**config.mk**
```make
export PLATFORM = sky130hd
export DESIGN_NAME = sbc_operating_mode_control
export DESIGN_NICKNAME = d
export VERILOG_FILES = /design/src/common/sbc_pkg.sv /design/src/rtl/sbc_operating_mode_control.sv
export SDC_FILE = /design/constraint.sdc
export NUM_CORES = 1
export LEC_CHECK = 0
export ABC_AREA = 1
export BUFFER_PORTS_ARGS = -buffer_cell sky130_fd_sc_hd__clkbuf_2
export CAP_MARGIN = 25
export CORE_ASPECT_RATIO = 0.5
export CORE_MARGIN = 3
export CORE_UTILIZATION = 55
export CTS_CLUSTER_DIAMETER = 30
export DETAILED_ROUTE_END_ITERATION = 10
export HOLD_SLACK_MARGIN = 0.15
export PLACE_DENSITY_LB_ADDON = 0.12
export SLEW_MARGIN = 10
export SYNTH_ARGS = -nofsm -noshare
export SYNTH_HDL_FRONTEND = slang
export SYNTH_SLANG_ARGS = --single-unit
```
**constraint.sdc**
```tcl
create_clock -name clk -period 3.2 [get_ports clk]
set_input_delay 0.48 -clock clk [delete_from_list [all_inputs] [get_ports clk]]
set_output_delay 0.48 -clock clk [all_outputs]
set_load 0.05 [all_outputs]
```
**src/common/sbc_pkg.sv**
```systemverilog
// Purpose: constants and types shared by the operating-mode sequencer
// Assumes: 20 MHz system clock
// Notes:   times kept in their printed unit, cycle counts derived from them

package sbc_pkg;

  // ****************************************************************
  // clock
  // ****************************************************************
  localparam int CLK_MHZ = 20;

  // ****************************************************************
  // times in printed units
  // ****************************************************************
  localparam int T_SYNCH_US      = 15;
  localparam int T_MODSEL_US     = 30;
  localparam int T_UV_FILTER_US  = 25;
  localparam int T_WAKE_US       = 80;
  localparam int T_RESET_EXT_MS  = 5;
  localparam int T_DOM_TIMEOUT_MS = 13;

  // ****************************************************************
  // cycle counts
  // ****************************************************************
  localparam logic [8:0]  SYNC_CYC   = 9'(T_SYNCH_US * CLK_MHZ);
  localparam logic [16:0] MODSEL_CYC = 17'(T_MODSEL_US * CLK_MHZ);
  localparam logic [8:0]  UV_CYC     = 9'(T_UV_FILTER_US * CLK_MHZ);
  localparam logic [10:0] WAKE_CYC   = 11'(T_WAKE_US * CLK_MHZ);
  localparam int          RESET_CYC_DEF = T_RESET_EXT_MS * 1000 * CLK_MHZ;
  localparam int          TXTO_CYC_DEF  = T_DOM_TIMEOUT_MS * 1000 * CLK_MHZ;

  // ****************************************************************
  // values after reset
  // ****************************************************************
  localparam logic RXD_IDLE      = 1'b1;
  localparam logic TX_IDLE       = 1'b1;

  // ****************************************************************
  // modes
  // ****************************************************************
  typedef enum logic [2:0] {
    SBC_SHUTDOWN,
    SBC_RESET,
    SBC_NORMAL,
    SBC_STANDBY,
    SBC_SLEEP,
    SBC_THERMAL
  } sbc_mode_e;

  typedef enum logic [1:0] {
    SBC_XCVR_OFF,
    SBC_XCVR_ACTIVE,
    SBC_XCVR_WAKEUP
  } sbc_xcvr_e;

endpackage

```
**src/rtl/sbc_operating_mode_control.sv**
```systemverilog
// Purpose: operating-mode sequencer of a supply and bus-transceiver companion chip
// Assumes: all analog levels arrive as digital comparator flags from other domains
// Notes:   one packed state struct, one always_comb, one always_ff
//
// Behaviour
// - supply below low level forces Shutdown asynchronously
// - Shutdown exits to Reset on supply high, cool
// - Shutdown: regulator off, rxd high, reset low
// - Reset entered on exits, undervoltage, sleep wakeups
// - Reset: regulator on, reset low, rxd shows wakeup
// - Reset ends after extension; enable picks mode
// - undervoltage filtered before acting
// - enable high in Standby requests Normal
// - Normal: transceiver active, regulator on, reset high
// - enable low then transmit high gives Standby
// - enable low then transmit low gives Sleep
// - asynchronous inputs get synchronization delay
// - mode selection delay before sampling transmit
// - state changes bounded delay after pin change
// - Standby: wakeup transceiver, rxd latched after wakeup
// - Sleep: regulator off, wakeup or enable to Reset
// - hot die enters Thermal Shutdown, regulator off
// - Thermal Shutdown left only when cooled
// - dominant only after transmit falling edge
// - enable falling in Normal stops transmitter
// - wakeup mode: receiver on, rxd low latched
// - dominant bus held long enough is a wakeup
// - wakeup begun in Active still counts
// - Off mode: transceiver dead, rxd high
// - dominant timeout stops long transmit low

`timescale 1ns/1ps

module sbc_operating_mode_control #(
  parameter int RESET_CYC = sbc_pkg::RESET_CYC_DEF,
  parameter int TXTO_CYC  = sbc_pkg::TXTO_CYC_DEF
) (
  // clock and reset
  input  wire logic  clk,
  input  wire logic  rst_n,
  // supply and die monitors
  input  wire logic  supply_above_por_low_level,
  input  wire logic  supply_above_por_high_level,
  input  wire logic  regulator_undervoltage_level,
  input  wire logic  thermal_shutdown_level,
  // host pins
  input  wire logic  enable,
  input  wire logic  txd,
  input  wire logic  dominant_timeout_enable,
  // bus receiver
  input  wire logic  bus_dominant,
  // outputs
  output logic       system_reset_out_n,
  output logic       rxd,
  output logic       regulator_on,
  output logic       lin_drive_dominant,
  output logic [1:0] xcvr_mode
);

  // ****************************************************************
  // state
  // ****************************************************************
  typedef struct packed {
    sbc_pkg::sbc_mode_e mode;
    sbc_pkg::sbc_xcvr_e xcvr;
    logic [1:0]         en_sy;
    logic [1:0]         tx_sy;
    logic [1:0]         porh_sy;
    logic [1:0]         uv_sy;
    logic [1:0]         th_sy;
    logic [1:0]         bus_sy;
    logic [1:0]         dto_sy;
    logic               en_f;
    logic [8:0]         en_tmr;
    logic               tx_prev;
    logic               uv_f;
    logic [8:0]         uv_tmr;
    logic [16:0]        mode_tmr;
    logic [10:0]        wake_tmr;
    logic               wake_pend;
    logic [17:0]        txto_tmr;
    logic               rst_out_n;
    logic               rxd;
    logic               reg_on;
    logic               lin_dom;
  } sbc_state_s;

  sbc_state_s st;
  sbc_state_s next_st;
  logic       arst_n;
  logic       wake_ev;
  logic       dom_timeout;

  // supply loss acts as asynchronous reset into Shutdown
  assign arst_n = rst_n & supply_above_por_low_level;

  // ****************************************************************
  // next state
  // ****************************************************************
  always_comb begin
    next_st = st;
    wake_ev = 1'b0;
    dom_timeout = 1'b0;

    // two-flop synchronizers
    next_st.en_sy   = {st.en_sy[0], enable};
    next_st.tx_sy   = {st.tx_sy[0], txd};
    next_st.porh_sy = {st.porh_sy[0], supply_above_por_high_level};
    next_st.uv_sy   = {st.uv_sy[0], regulator_undervoltage_level};
    next_st.th_sy   = {st.th_sy[0], thermal_shutdown_level};
    next_st.bus_sy  = {st.bus_sy[0], bus_dominant};
    next_st.dto_sy  = {st.dto_sy[0], dominant_timeout_enable};
    next_st.tx_prev = st.tx_sy[1];

    // enable takes effect only after stable for the sync delay
    if (st.en_sy[1] == st.en_f) begin
      next_st.en_tmr = '0;
    end else if (st.en_tmr == sbc_pkg::SYNC_CYC - 9'd1) begin
      next_st.en_f   = st.en_sy[1];
      next_st.en_tmr = '0;
    end else begin
      next_st.en_tmr = st.en_tmr + 9'd1;
    end

    // undervoltage filter
    if (st.uv_sy[1] == st.uv_f) begin
      next_st.uv_tmr = '0;
    end else if (st.uv_tmr == sbc_pkg::UV_CYC - 9'd1) begin
      next_st.uv_f   = st.uv_sy[1];
      next_st.uv_tmr = '0;
    end else begin
      next_st.uv_tmr = st.uv_tmr + 9'd1;
    end

    // wakeup detector; count survives the Active to Wakeup switch
    if (st.bus_sy[1] && st.xcvr != sbc_pkg::SBC_XCVR_OFF) begin
      if (st.wake_tmr == sbc_pkg::WAKE_CYC - 11'd1) begin
        wake_ev = (st.xcvr == sbc_pkg::SBC_XCVR_WAKEUP);
      end else begin
        next_st.wake_tmr = st.wake_tmr + 11'd1;
      end
    end else begin
      next_st.wake_tmr = '0;
    end

    // mode sequencing
    unique case (st.mode)
      sbc_pkg::SBC_SHUTDOWN: begin
        if (st.porh_sy[1] && !st.th_sy[1]) begin
          next_st.mode = sbc_pkg::SBC_RESET;
        end
      end
      sbc_pkg::SBC_RESET: begin
        if (st.th_sy[1]) begin
          next_st.mode = sbc_pkg::SBC_THERMAL;
        end else if (st.uv_f) begin
          next_st.mode_tmr = '0;
        end else if (st.mode_tmr == 17'(RESET_CYC - 1)) begin
          next_st.mode = st.en_f ? sbc_pkg::SBC_NORMAL : sbc_pkg::SBC_STANDBY;
        end else begin
          next_st.mode_tmr = st.mode_tmr + 17'd1;
        end
      end
      sbc_pkg::SBC_NORMAL: begin
        if (st.th_sy[1]) begin
          next_st.mode = sbc_pkg::SBC_THERMAL;
        end else if (st.uv_f) begin
          next_st.mode = sbc_pkg::SBC_RESET;
        end else if (!st.en_f) begin
          if (st.mode_tmr == sbc_pkg::MODSEL_CYC - 17'd1) begin
            next_st.mode = st.tx_sy[1] ? sbc_pkg::SBC_STANDBY : sbc_pkg::SBC_SLEEP;
          end else begin
            next_st.mode_tmr = st.mode_tmr + 17'd1;
          end
        end else begin
          next_st.mode_tmr = '0;
        end
      end
      sbc_pkg::SBC_STANDBY: begin
        if (st.th_sy[1]) begin
          next_st.mode = sbc_pkg::SBC_THERMAL;
        end else if (st.uv_f) begin
          next_st.mode = sbc_pkg::SBC_RESET;
        end else if (st.en_f) begin
          next_st.mode = sbc_pkg::SBC_NORMAL;
        end
      end
      sbc_pkg::SBC_SLEEP: begin
        if (st.th_sy[1]) begin
          next_st.mode = sbc_pkg::SBC_THERMAL;
        end else if (wake_ev || st.en_f) begin
          next_st.mode = sbc_pkg::SBC_RESET;
        end
      end
      sbc_pkg::SBC_THERMAL: begin
        if (!st.th_sy[1]) begin
          next_st.mode = sbc_pkg::SBC_RESET;
        end
      end
      default: begin
        next_st.mode = sbc_pkg::SBC_SHUTDOWN;
      end
    endcase

    if (next_st.mode != st.mode) begin
      next_st.mode_tmr = '0;
    end

    // wakeup latch; a new wakeup wins over the clear
    next_st.wake_pend = wake_ev || (st.wake_pend && !next_st.en_f &&
                        next_st.mode != sbc_pkg::SBC_SHUTDOWN);

    // mode outputs
    unique case (next_st.mode)
      sbc_pkg::SBC_SHUTDOWN: begin
        next_st.xcvr      = sbc_pkg::SBC_XCVR_OFF;
        next_st.rst_out_n = 1'b0;
        next_st.reg_on    = 1'b0;
        next_st.rxd       = sbc_pkg::RXD_IDLE;
      end
      sbc_pkg::SBC_RESET: begin
        next_st.xcvr      = sbc_pkg::SBC_XCVR_WAKEUP;
        next_st.rst_out_n = 1'b0;
        next_st.reg_on    = 1'b1;
        next_st.rxd       = !next_st.wake_pend;
      end
      sbc_pkg::SBC_NORMAL: begin
        next_st.xcvr      = sbc_pkg::SBC_XCVR_ACTIVE;
        next_st.rst_out_n = 1'b1;
        next_st.reg_on    = 1'b1;
        next_st.rxd       = !st.bus_sy[1];
      end
      sbc_pkg::SBC_STANDBY: begin
        next_st.xcvr      = sbc_pkg::SBC_XCVR_WAKEUP;
        next_st.rst_out_n = 1'b1;
        next_st.reg_on    = 1'b1;
        next_st.rxd       = !next_st.wake_pend;
      end
      sbc_pkg::SBC_SLEEP: begin
        next_st.xcvr      = sbc_pkg::SBC_XCVR_WAKEUP;
        next_st.rst_out_n = 1'b1;
        next_st.reg_on    = 1'b0;
        next_st.rxd       = !next_st.wake_pend;
      end
      sbc_pkg::SBC_THERMAL: begin
        next_st.xcvr      = sbc_pkg::SBC_XCVR_WAKEUP;
        next_st.rst_out_n = 1'b0;
        next_st.reg_on    = 1'b0;
        next_st.rxd       = !next_st.wake_pend;
      end
      default: begin
        next_st.xcvr      = sbc_pkg::SBC_XCVR_OFF;
        next_st.rst_out_n = 1'b0;
        next_st.reg_on    = 1'b0;
        next_st.rxd       = sbc_pkg::RXD_IDLE;
      end
    endcase

    // transmitter with dominant timeout
    dom_timeout = st.dto_sy[1] && (st.txto_tmr == 18'(TXTO_CYC - 1));
    if (st.lin_dom && !st.tx_sy[1] && !dom_timeout) begin
      next_st.txto_tmr = st.txto_tmr + 18'd1;
    end else if (!st.tx_sy[1] && dom_timeout) begin
      next_st.txto_tmr = st.txto_tmr;
    end else begin
      next_st.txto_tmr = '0;
    end
    if (next_st.mode == sbc_pkg::SBC_NORMAL && st.mode == sbc_pkg::SBC_NORMAL &&
        next_st.en_f && st.en_sy[1] && !st.tx_sy[1] && !dom_timeout) begin
      next_st.lin_dom = st.lin_dom || st.tx_prev;
    end else begin
      next_st.lin_dom = 1'b0;
    end
  end

  // ****************************************************************
  // registers
  // ****************************************************************
  always_ff @(posedge clk or negedge arst_n) begin
    if (!arst_n) begin
      st         <= '0;
      st.rxd     <= sbc_pkg::RXD_IDLE;
      st.tx_prev <= sbc_pkg::TX_IDLE;
      st.tx_sy   <= {2{sbc_pkg::TX_IDLE}};
    end else begin
      st <= next_st;
    end
  end

  assign system_reset_out_n = st.rst_out_n;
  assign rxd                = st.rxd;
  assign regulator_on       = st.reg_on;
  assign lin_drive_dominant = st.lin_dom;
  assign xcvr_mode          = st.xcvr;
endmodule

```
==> parameters.txt, run 1 <==
Parameter                              Value

Setup path
  Worst Setup End Kind ... flip-flop
  Family of cells with the greatest summed delay on the critical path ... buffers and inverters
  Length in cells of the worst reg-to-reg path ... 15
  Master of the slowest instance on the critical path ... sky130_fd_sc_hd__dfrtp_1
  Slack of the worst reg-to-reg path ... slightly above 900 ps
  Worst Path Arrival ... ~2500 ps
  Buffer and inverter count on the worst path ... 5
  Start-to-end type of the worst setup path ... flip-flop to flip-flop
  Most used cell along the critical path ... sky130_fd_sc_hd__inv_1
  Crit-path max FO ... 24
  Crit path cell chain ... ha_1 > nand2_1 > inv_1 > nand2_1 > nor2_1 > nand4_1 > o211ai_1 > inv_1 > nand2_1 > buf_4 > inv_1 > nand3_1 > o21ai_0 > inv_1 > nor2_2
  CP max stage delay ... approximately 400 ps
  Worst reg2reg path endpoint ... st[50]
  Element type at the critical path start ... flip-flop
  CP required ... between 3000 and 4000 ps
  Startpoint of the most critical register-to-register path ... st[34]

Drt
  Number of remaining DRC errors ... 0
  Total number of vias ... slightly below 4000
  Total iterations of the first detailed-routing run ... 4
  Per-cell routed wire length ... 12.60 um
  Wirelength, routed ... ~9500 um
  Number of nets still failing antenna checks after routing ... 0
  Count of routing violations after the opening detailed-route iteration ... approximately 240
  Number of vias per cell ... around 5.2

Synth
  Share of synthesized registers carrying an async set or reset ... between 90% and 100%
  Number of distinct library cell variants in the gate-level netlist after synthesis ... 40
  Yosys top cell by area ... sky130_fd_sc_hd__dfrtp_1
  Total of flip-flops plus latches after synthesis ... 91
  Top-area cell type share of the netlist area ... between 40 and 50%
  Summed instance area of the synthesized netlist ... between 4000 and 5000 um^2
  Synth Net Count ... ~630
  Mean cell area of the mapped netlist ... between 7 and 8 um^2
  Commonest register cell after synthesis ... sky130_fd_sc_hd__dfrtp_1
  Sequential-to-total area share from yosys stat ... 46.93%
  Number of flops mapped to enable cells by yosys ... 0
  Synthesized netlist cell count ... slightly above 600
  Biggest area contributors in the synthesized netlist ... sky130_fd_sc_hd__dfrtp_1, sky130_fd_sc_hd__nand2_1, sky130_fd_sc_hd__inv_1
  Yosys warning count ... 0

Cells and area
  Area growth from synthesis to final layout ... 9.673%
  Fill cells ... just over 700
  Final core area utilization ... approximately 64%
  Final non-filler cell total ... between 700 and 800
  Count of nets after finishing ... around 650
  Count of inserted antenna diode cells ... 0
  Share of cells above drive strength 1 ... roughly an eighth
  Final non-filler cell area ... about 5300 um^2

Min path
  Worst Hold Path Cells ... 1
  Endpoint of the worst hold-timing path ... next_st[83]
  Path type of the worst min-delay path ... input pin to flip-flop
  Source of the worst hold timing path ... txd

Pwr
  Total leakage power ... between 2 and 2.5 nW
  Worst vdd rail ir drop ... 279.9 uV
  Total power draw ... about 2.9 mW
  PwrDens ... between 500 and 600 nW/um^2

GRT
  Overall track demand over capacity in global routing ... between 20% and 30%
  Via count of the first global-routing pass ... approximately 3700
  GRT Residual Overflow ... 0
  First-pass GRT wire length ... ~17000 um
  Initial antenna violation count ... 0
  Maximum number of pins on one net before global-route repair ... 47

Timing
  Fmax ... roughly 440 MHz
  Count of final max-slew check failures ... 0
  Least-Margin Pin Slew ... around 770 ps
  Unrepaired setup endpoints after global routing ... false
  Post-Route Setup TNS ... 0 ps
  Setup ws final ... 932.0 ps
  Final Setup Violations ... 0
  Final period utilization ... a little under three quarters
  Worst slack on hold paths ... around 230 ps
  Final min period ... about 2300 ps
  Normalized max-slew margin ... between 40% and 50%
  Post-route clock skew ... 10.79 ps
  Final-report hold violation count ... 0

Clock tree
  Deepest clock path buffer count ... 2
  Count of instances resized after the clock tree is built ... 0
  Setup Fix Bufs, Post-CTS ... 0
  H-tree depth reported by CTS ... 3
  Hold Buf Count CTS ... 0
  CTS sink count ... just over 90
  Clock tree from TritonCTS ... built
  CTS root buffer ... sky130_fd_sc_hd__clkbuf_16
  CTS clock-pin slew for the worst setup and hold paths ... approximately 70 ps
  Inserted Clock Buffers ... 9
  Clock latency reported for the late side of the worst-skew pair ... approximately 340 ps

Die
  Number of top-level pins ... 16
  Num rows ... 23
  Die area ... a little over 10000 um^2
  Floorplan Core Area ... between 8000 and 9000 um^2
  DIE WIDTH ... ~140 um
  Starting utilization of the core area ... between 50% and 60%
  Die Y ... between 70 and 80 um

Outcome
  Result of the run ... completed

Place
  Port bufs ... 15
  Sum of net half-perimeters after detailed placement ... approximately 6800 um
  Inst Count DP ... between 700 and 800
  Placed instance area ... 5032 um^2
  Final weighted congestion of routability-driven global placement ... slightly below 0.9
  Post-Place Worst Slack ... approximately 960 ps

Run
  Number of max-cap violations ... 0
-- routing by layer --
| metal | up-vias | track usage (%) | share of wire, % |
|---|---|---|---|
| met5 | - | 0 | 0 |
| met4 | 0 | 5.748 | 0.88 |
| met3 | 10 | 5.069 | 3.3 |
| met2 | 42 | 33.42 | 45 |
| met1 | 1851 | 28.80 | 51 |
| li1 | 2032 | - | - |
-- state kept, by name (all words and copies together), names as in the netlist --
signal / count
lin_drive_dominant: 1
next_st: 8
regulator_on: 1
rxd: 1
st: 77
system_reset_out_n: 1
xcvr_mode: 2
-- Yosys cell counts (4+ instances only) --
library cell and number:
sky130_fd_sc_hd__a21oi_1 22, sky130_fd_sc_hd__a31oi_1 4, sky130_fd_sc_hd__and3_1 4, sky130_fd_sc_hd__buf_2 7, sky130_fd_sc_hd__dfrtp_1 87, sky130_fd_sc_hd__dfstp_2 4, sky130_fd_sc_hd__ha_1 5, sky130_fd_sc_hd__inv_1 79
sky130_fd_sc_hd__inv_2 4, sky130_fd_sc_hd__nand2_1 121, sky130_fd_sc_hd__nand2_2 8, sky130_fd_sc_hd__nand3_1 43, sky130_fd_sc_hd__nand3b_1 4, sky130_fd_sc_hd__nand4_1 15, sky130_fd_sc_hd__nor2_1 75, sky130_fd_sc_hd__nor2_2 13
sky130_fd_sc_hd__nor2_4 4, sky130_fd_sc_hd__nor3_1 22, sky130_fd_sc_hd__nor4_1 9, sky130_fd_sc_hd__o21ai_0 40, sky130_fd_sc_hd__xnor2_1 4, sky130_fd_sc_hd__xor2_1 14
-- cell families (layout without fill, tap and decap cells) --
group | count (synthesis) | in the layout | synth area share [%]
xor gates and xnor gates | 18 | 18 | 3.242
buffers and inverters | 99 | 121 | 8.309
adders and majority gates | 5 | 5 | 1.286
and+or+nand+nor | 328 | 328 | 31.70
DFF | 91 | 91 | 46.93
AOI/OAI and AO/OA | 76 | 76 | 8.542
-- where the power goes --
part | switching (mW) | internal, mW | total, mW
Clock | 0.459 | 0.616 | 1.07
Sequential | 0.0483 | 1.21 | 1.26
Combinational | 0.395 | 0.144 | 0.539
-- layout by cell type (no fill, tap or decap), types with 5 or more instances in the layout --
cell and instances:
sky130_fd_sc_hd__a21oi_1 22, sky130_fd_sc_hd__buf_4 5, sky130_fd_sc_hd__clkbuf_16 9, sky130_fd_sc_hd__clkbuf_2 15
sky130_fd_sc_hd__dfrtp_1 87, sky130_fd_sc_hd__ha_1 5, sky130_fd_sc_hd__inv_1 78, sky130_fd_sc_hd__nand2_1 121
sky130_fd_sc_hd__nand2_2 8, sky130_fd_sc_hd__nand3_1 43, sky130_fd_sc_hd__nand4_1 15, sky130_fd_sc_hd__nor2_1 75
sky130_fd_sc_hd__nor2_2 13, sky130_fd_sc_hd__nor3_1 22, sky130_fd_sc_hd__nor4_1 9, sky130_fd_sc_hd__o21ai_0 40
sky130_fd_sc_hd__xor2_1 14
-- worst reg2reg max path: stages (launching register included) --
cell                       delay, ps
sky130_fd_sc_hd__dfrtp_1         400
sky130_fd_sc_hd__ha_1            180
sky130_fd_sc_hd__nand2_1         110
sky130_fd_sc_hd__inv_1           130
sky130_fd_sc_hd__nand2_1          80
sky130_fd_sc_hd__nor2_1          120
sky130_fd_sc_hd__nand4_1         130
sky130_fd_sc_hd__o211ai_1        120
sky130_fd_sc_hd__inv_1            50
sky130_fd_sc_hd__nand2_1          50
sky130_fd_sc_hd__buf_4           230
sky130_fd_sc_hd__inv_1           220
sky130_fd_sc_hd__nand3_1         120
sky130_fd_sc_hd__o21ai_0          90
sky130_fd_sc_hd__inv_1            80
sky130_fd_sc_hd__nor2_2           40
-- worst max path at each step --
stage	from	endpoint	cells after the start
2_1_floorplan	rst_n	lin_drive_dominant	2
3_3_place_gp	st[34]	st[50]	14
3_5_place_dp	st[23]	st[48]	11
4_1_cts	st[23]	st[48]	11
5_1_grt	st[34]	st[38]	14
6_report	st[34]	st[50]	15
-- final cells by class --
type	count	area (um^2)	area share (%)
sequential	91	2282	42.79
multi-input combinational	427	2177	40.82
inverter	85	320.3	6.005
clock buffer	10	229.0	4.293
tap	112	140.1	2.627
timing repair buffer	20	112.6	2.111
clock inverter	6	72.57	1.361
Power figures use the tool's default switching activity.
==> run 2, diff against run 1 <==
- ABC_AREA: 1 -> 0
- clock period: 3.2 -> 1.82 ns (I/O delays scaled with it)
==> run 2 against run 1 <==
Effect of this change: the run now ends with setup timing left; clock skew decreased by 2.7 ps; maximum frequency increased by 0.78%; cell area increased by 19%; combinational power increased to 3.8 times the previous value; critical path type unchanged.
==> parameters.txt, run 2 <==
Parameter                              Value

Outcome
  Result of the run ... complete, but fails checks
  Violations in the final reports ... setup timing

Timing
  Post-route clock skew ... 8.097 ps (-2.690 ps)
  Final Setup Violations ... 25 (+25)
  Final period utilization ... 123.6% (+53 points)
  Count of final max-slew check failures ... 0 (unchanged)
  Fmax ... 444.4 MHz (+0.78%)
  Setup ws final ... -430.4 ps (-1362 ps)
  Normalized max-slew margin ... 73.84% (+25 points)
  Least-Margin Pin Slew ... 387.4 ps (-382.4 ps)
  Unrepaired setup endpoints after global routing ... true
  Final min period ... 2250 ps (-17.60 ps)
  Final-report hold violation count ... 0 (unchanged)
  Post-Route Setup TNS ... -8803 ps (-8803 ps)

Die
  Starting utilization of the core area ... 59.20% (+0.52 points)
  DIE WIDTH ... 134.6 um (-3.2%)
  Number of top-level pins ... 16 (unchanged)
  Num rows ... 22 (-4.3%)
  Die Y ... 70.29 um (-3.0%)
  Floorplan Core Area ... 7680 um^2 (-7.3%)
  Die area ... 9460 um^2 (-6.1%)

Cells and area
  Count of nets after finishing ... 595 (-8.3%)
  Area growth from synthesis to final layout ... 39.90%
  Share of cells above drive strength 1 ... 38.46% (+26 points)
  Most common cell after layout, fill and taps aside ... sky130_fd_sc_hd__buf_4
  Final non-filler cell total ... 693 (-7.7%)
  Count of inserted antenna diode cells ... 0 (unchanged)
  Most frequent cells in the layout ... sky130_fd_sc_hd__buf_4, sky130_fd_sc_hd__dfrtp_1, sky130_fd_sc_hd__nor2_1
  Final non-filler cell area ... 6361 um^2 (+19%)
  Largest reg by FF count ... st
  Number of flip-flops under the largest register name ... 77 (unchanged)

Setup path
  Element type at the critical path start ... flip-flop
  CP required ... 2090 ps (-1330 ps)
  Worst Path Arrival ... 2520 ps (+30 ps)
  Crit-path max FO ... 7 (-71%)
  Worst Setup End Kind ... flip-flop
  Start-to-end type of the worst setup path ... flip-flop to flip-flop

Drt
  Per-cell routed wire length ... 17.54 um (+39%)
  Number of remaining DRC errors ... 0 (unchanged)
  Total iterations of the first detailed-routing run ... 5 (+1)
  Total number of vias ... 3985 (+1.3%)
  Wirelength, routed ... 12160 um (+28%)
  Number of vias per cell ... 5.750 (+9.7%)
  Number of nets still failing antenna checks after routing ... 0 (unchanged)
  Count of routing violations after the opening detailed-route iteration ... 245 (+4.3%)

Pwr
  Total leakage power ... 2.797 nW (+20%)
  PwrDens ... 989.4 nW/um^2 (+84%)
  Worst vdd rail ir drop ... 647.9 uV (+130%)

GRT
  First-pass GRT wire length ... 19530 um (+14%)
  Overall track demand over capacity in global routing ... 26.22% (+5.4 points)
  Via count of the first global-routing pass ... 4115 (+12%)
  Maximum number of pins on one net before global-route repair ... 61 (+30%)
  GRT Residual Overflow ... 0 (unchanged)
  Initial antenna violation count ... 0 (unchanged)

Synth
  Biggest area contributors in the synthesized netlist ... sky130_fd_sc_hd__dfrtp_1, sky130_fd_sc_hd__xor2_1, sky130_fd_sc_hd__nor2_1
  Yosys top cell by area ... sky130_fd_sc_hd__dfrtp_1
  Mean cell area of the mapped netlist ... 10.19 um^2 (+29%)
  Share of synthesized registers carrying an async set or reset ... 100.0% (unchanged)
  Number of distinct library cell variants in the gate-level netlist after synthesis ... 63 (+57%)
  Yosys warning count ... 0 (unchanged)
  Leading post-synthesis cells by instance count ... sky130_fd_sc_hd__dfrtp_1, sky130_fd_sc_hd__nor2_1, sky130_fd_sc_hd__nand2_1, sky130_fd_sc_hd__xor2_1
  Top-area cell type share of the netlist area ... 47.88% (+3.1 points)
  Summed instance area of the synthesized netlist ... 4547 um^2 (-6.5%)
  Total of flip-flops plus latches after synthesis ... 91 (unchanged)
  Synthesized netlist cell count ... 446 (-28%)
  Sequential-to-total area share from yosys stat ... 50.19% (+3.3 points)
  Leading cell type by number of instances after synthesis ... sky130_fd_sc_hd__dfrtp_1
  Commonest register cell after synthesis ... sky130_fd_sc_hd__dfrtp_1
  Synth Net Count ... 461 (-27%)
  Number of flops mapped to enable cells by yosys ... 0 (unchanged)

Clock tree
  Inserted Clock Buffers ... 9 (unchanged)
  H-tree depth reported by CTS ... 3 (unchanged)
  CTS root buffer ... sky130_fd_sc_hd__clkbuf_16
  Deepest clock path buffer count ... 2 (unchanged)
  CTS sink count ... 91 (unchanged)
  CTS clock-pin slew for the worst setup and hold paths ... 60 ps (about the same)
  Clock tree from TritonCTS ... built
  Clock latency reported for the late side of the worst-skew pair ... 350 ps (about the same)

Place
  Placed instance area ... 5472 um^2 (+8.7%)
  Inst Count DP ... 652 (-11%)
  Final weighted congestion of routability-driven global placement ... 0.9134 (+4.0%)
  Post-Place Worst Slack ... -580.4 ps (-1537 ps)
  Port bufs ... 15 (unchanged)
  Sum of net half-perimeters after detailed placement ... 7607 um (+12%)

Min path
  Path type of the worst min-delay path ... flip-flop to flip-flop

Run
  Number of max-cap violations ... 0 (unchanged)
## run 2: changes by cell type in the layout (fill, tap and decap cells not counted), sizes merged, moves of 24 or more
cell / before / now
inv: 85 / 13
nand3: 47 / 21
buf: 5 / 118
nor2: 92 / 54
o21ai: 42 / 18
nand2: 129 / 34
## run 2: layout make-up
cell class	instances	area, um^2
fill	429	1319
clock inverter	6	90.09
multi-input combinational	324	2432
timing repair buffer	142	1145
clock buffer	10	229.0
inverter	12	45.04
tap	108	135.1
sequential	91	2285
## run 2: through the flow
| step | util (%) | total power [mW] | hold WS [ps] |
|---|---|---|---|
| after floorplan | - | 3.190 | 277.5 |
| after global placement | 71.24 | 3.681 | 332.3 |
| after detailed placement | 71.24 | 3.745 | 334.7 |
| after CTS | 80.30 | 6.174 | 349.2 |
| after global routing | 82.83 | 6.545 | 358.3 |
| final | 82.83 | 6.294 | 348.6 |
## run 2: cell families after synthesis
family	Yosys count	share of synthesized area, %
AO/OA/AOI/OAI	61	9.356
XOR/XNOR	47	9.053
adder cells (fa/ha/maj)	5	1.376
buffers and inverters	31	3.494
flip-flops	91	50.19
multiplexers	7	1.596
AND/OR/NAND/NOR	204	24.93
## run 2: worst max-delay path: stages (launching register included)
cell,delay [ps]
sky130_fd_sc_hd__dfrtp_2,460
sky130_fd_sc_hd__or3b_1,380
sky130_fd_sc_hd__a211o_1,350
sky130_fd_sc_hd__a31o_4,280
sky130_fd_sc_hd__or3_4,380
sky130_fd_sc_hd__xor2_1,160
sky130_fd_sc_hd__nor3_2,170
## run 2: worst paths after layout
check                              end  depth (start not counted)                       start  slack (ps)
min                             st[73]                          0                 next_st[73]         350
max                             st[37]                          6                      st[88]        -430
min in group asynchronous       st[85]                          4                       rst_n         660
min reg2reg                     st[73]                          0                 next_st[73]         350
max reg2reg                     st[37]                          6                      st[88]        -430
max in group asynchronous  next_st[83]                          5  supply_above_por_low_level         270
## run 2: where the power goes
part           leakage [nW]  internal, mW  switching (mW)
combinational          1.43         0.899            1.17
sequential             1.21          2.15          0.0771
clock                 0.153          1.21           0.797
## run 2: repair_timing
action | 4_1_cts | 5_1_grt
endpoints found under the setup margin | 36 | 40
setup buffers | 7 | 7
pin swaps | 19 | 13
gates resized for setup | 47 | 33
hold endpoints to repair | 94 | 0
gates cloned | 1 | 2
hold buffers | 9 | 0
## run 2: layer usage
layer	up-vias	part of all wire, %	wire, um	track usage [%]
met5	-	0	0	0
met4	0	2.2	272	9.707
met3	33	5.0	603	6.331
met2	132	51	6173	46.16
met1	1977	42	5109	31.42
li1	1843	-	-	-
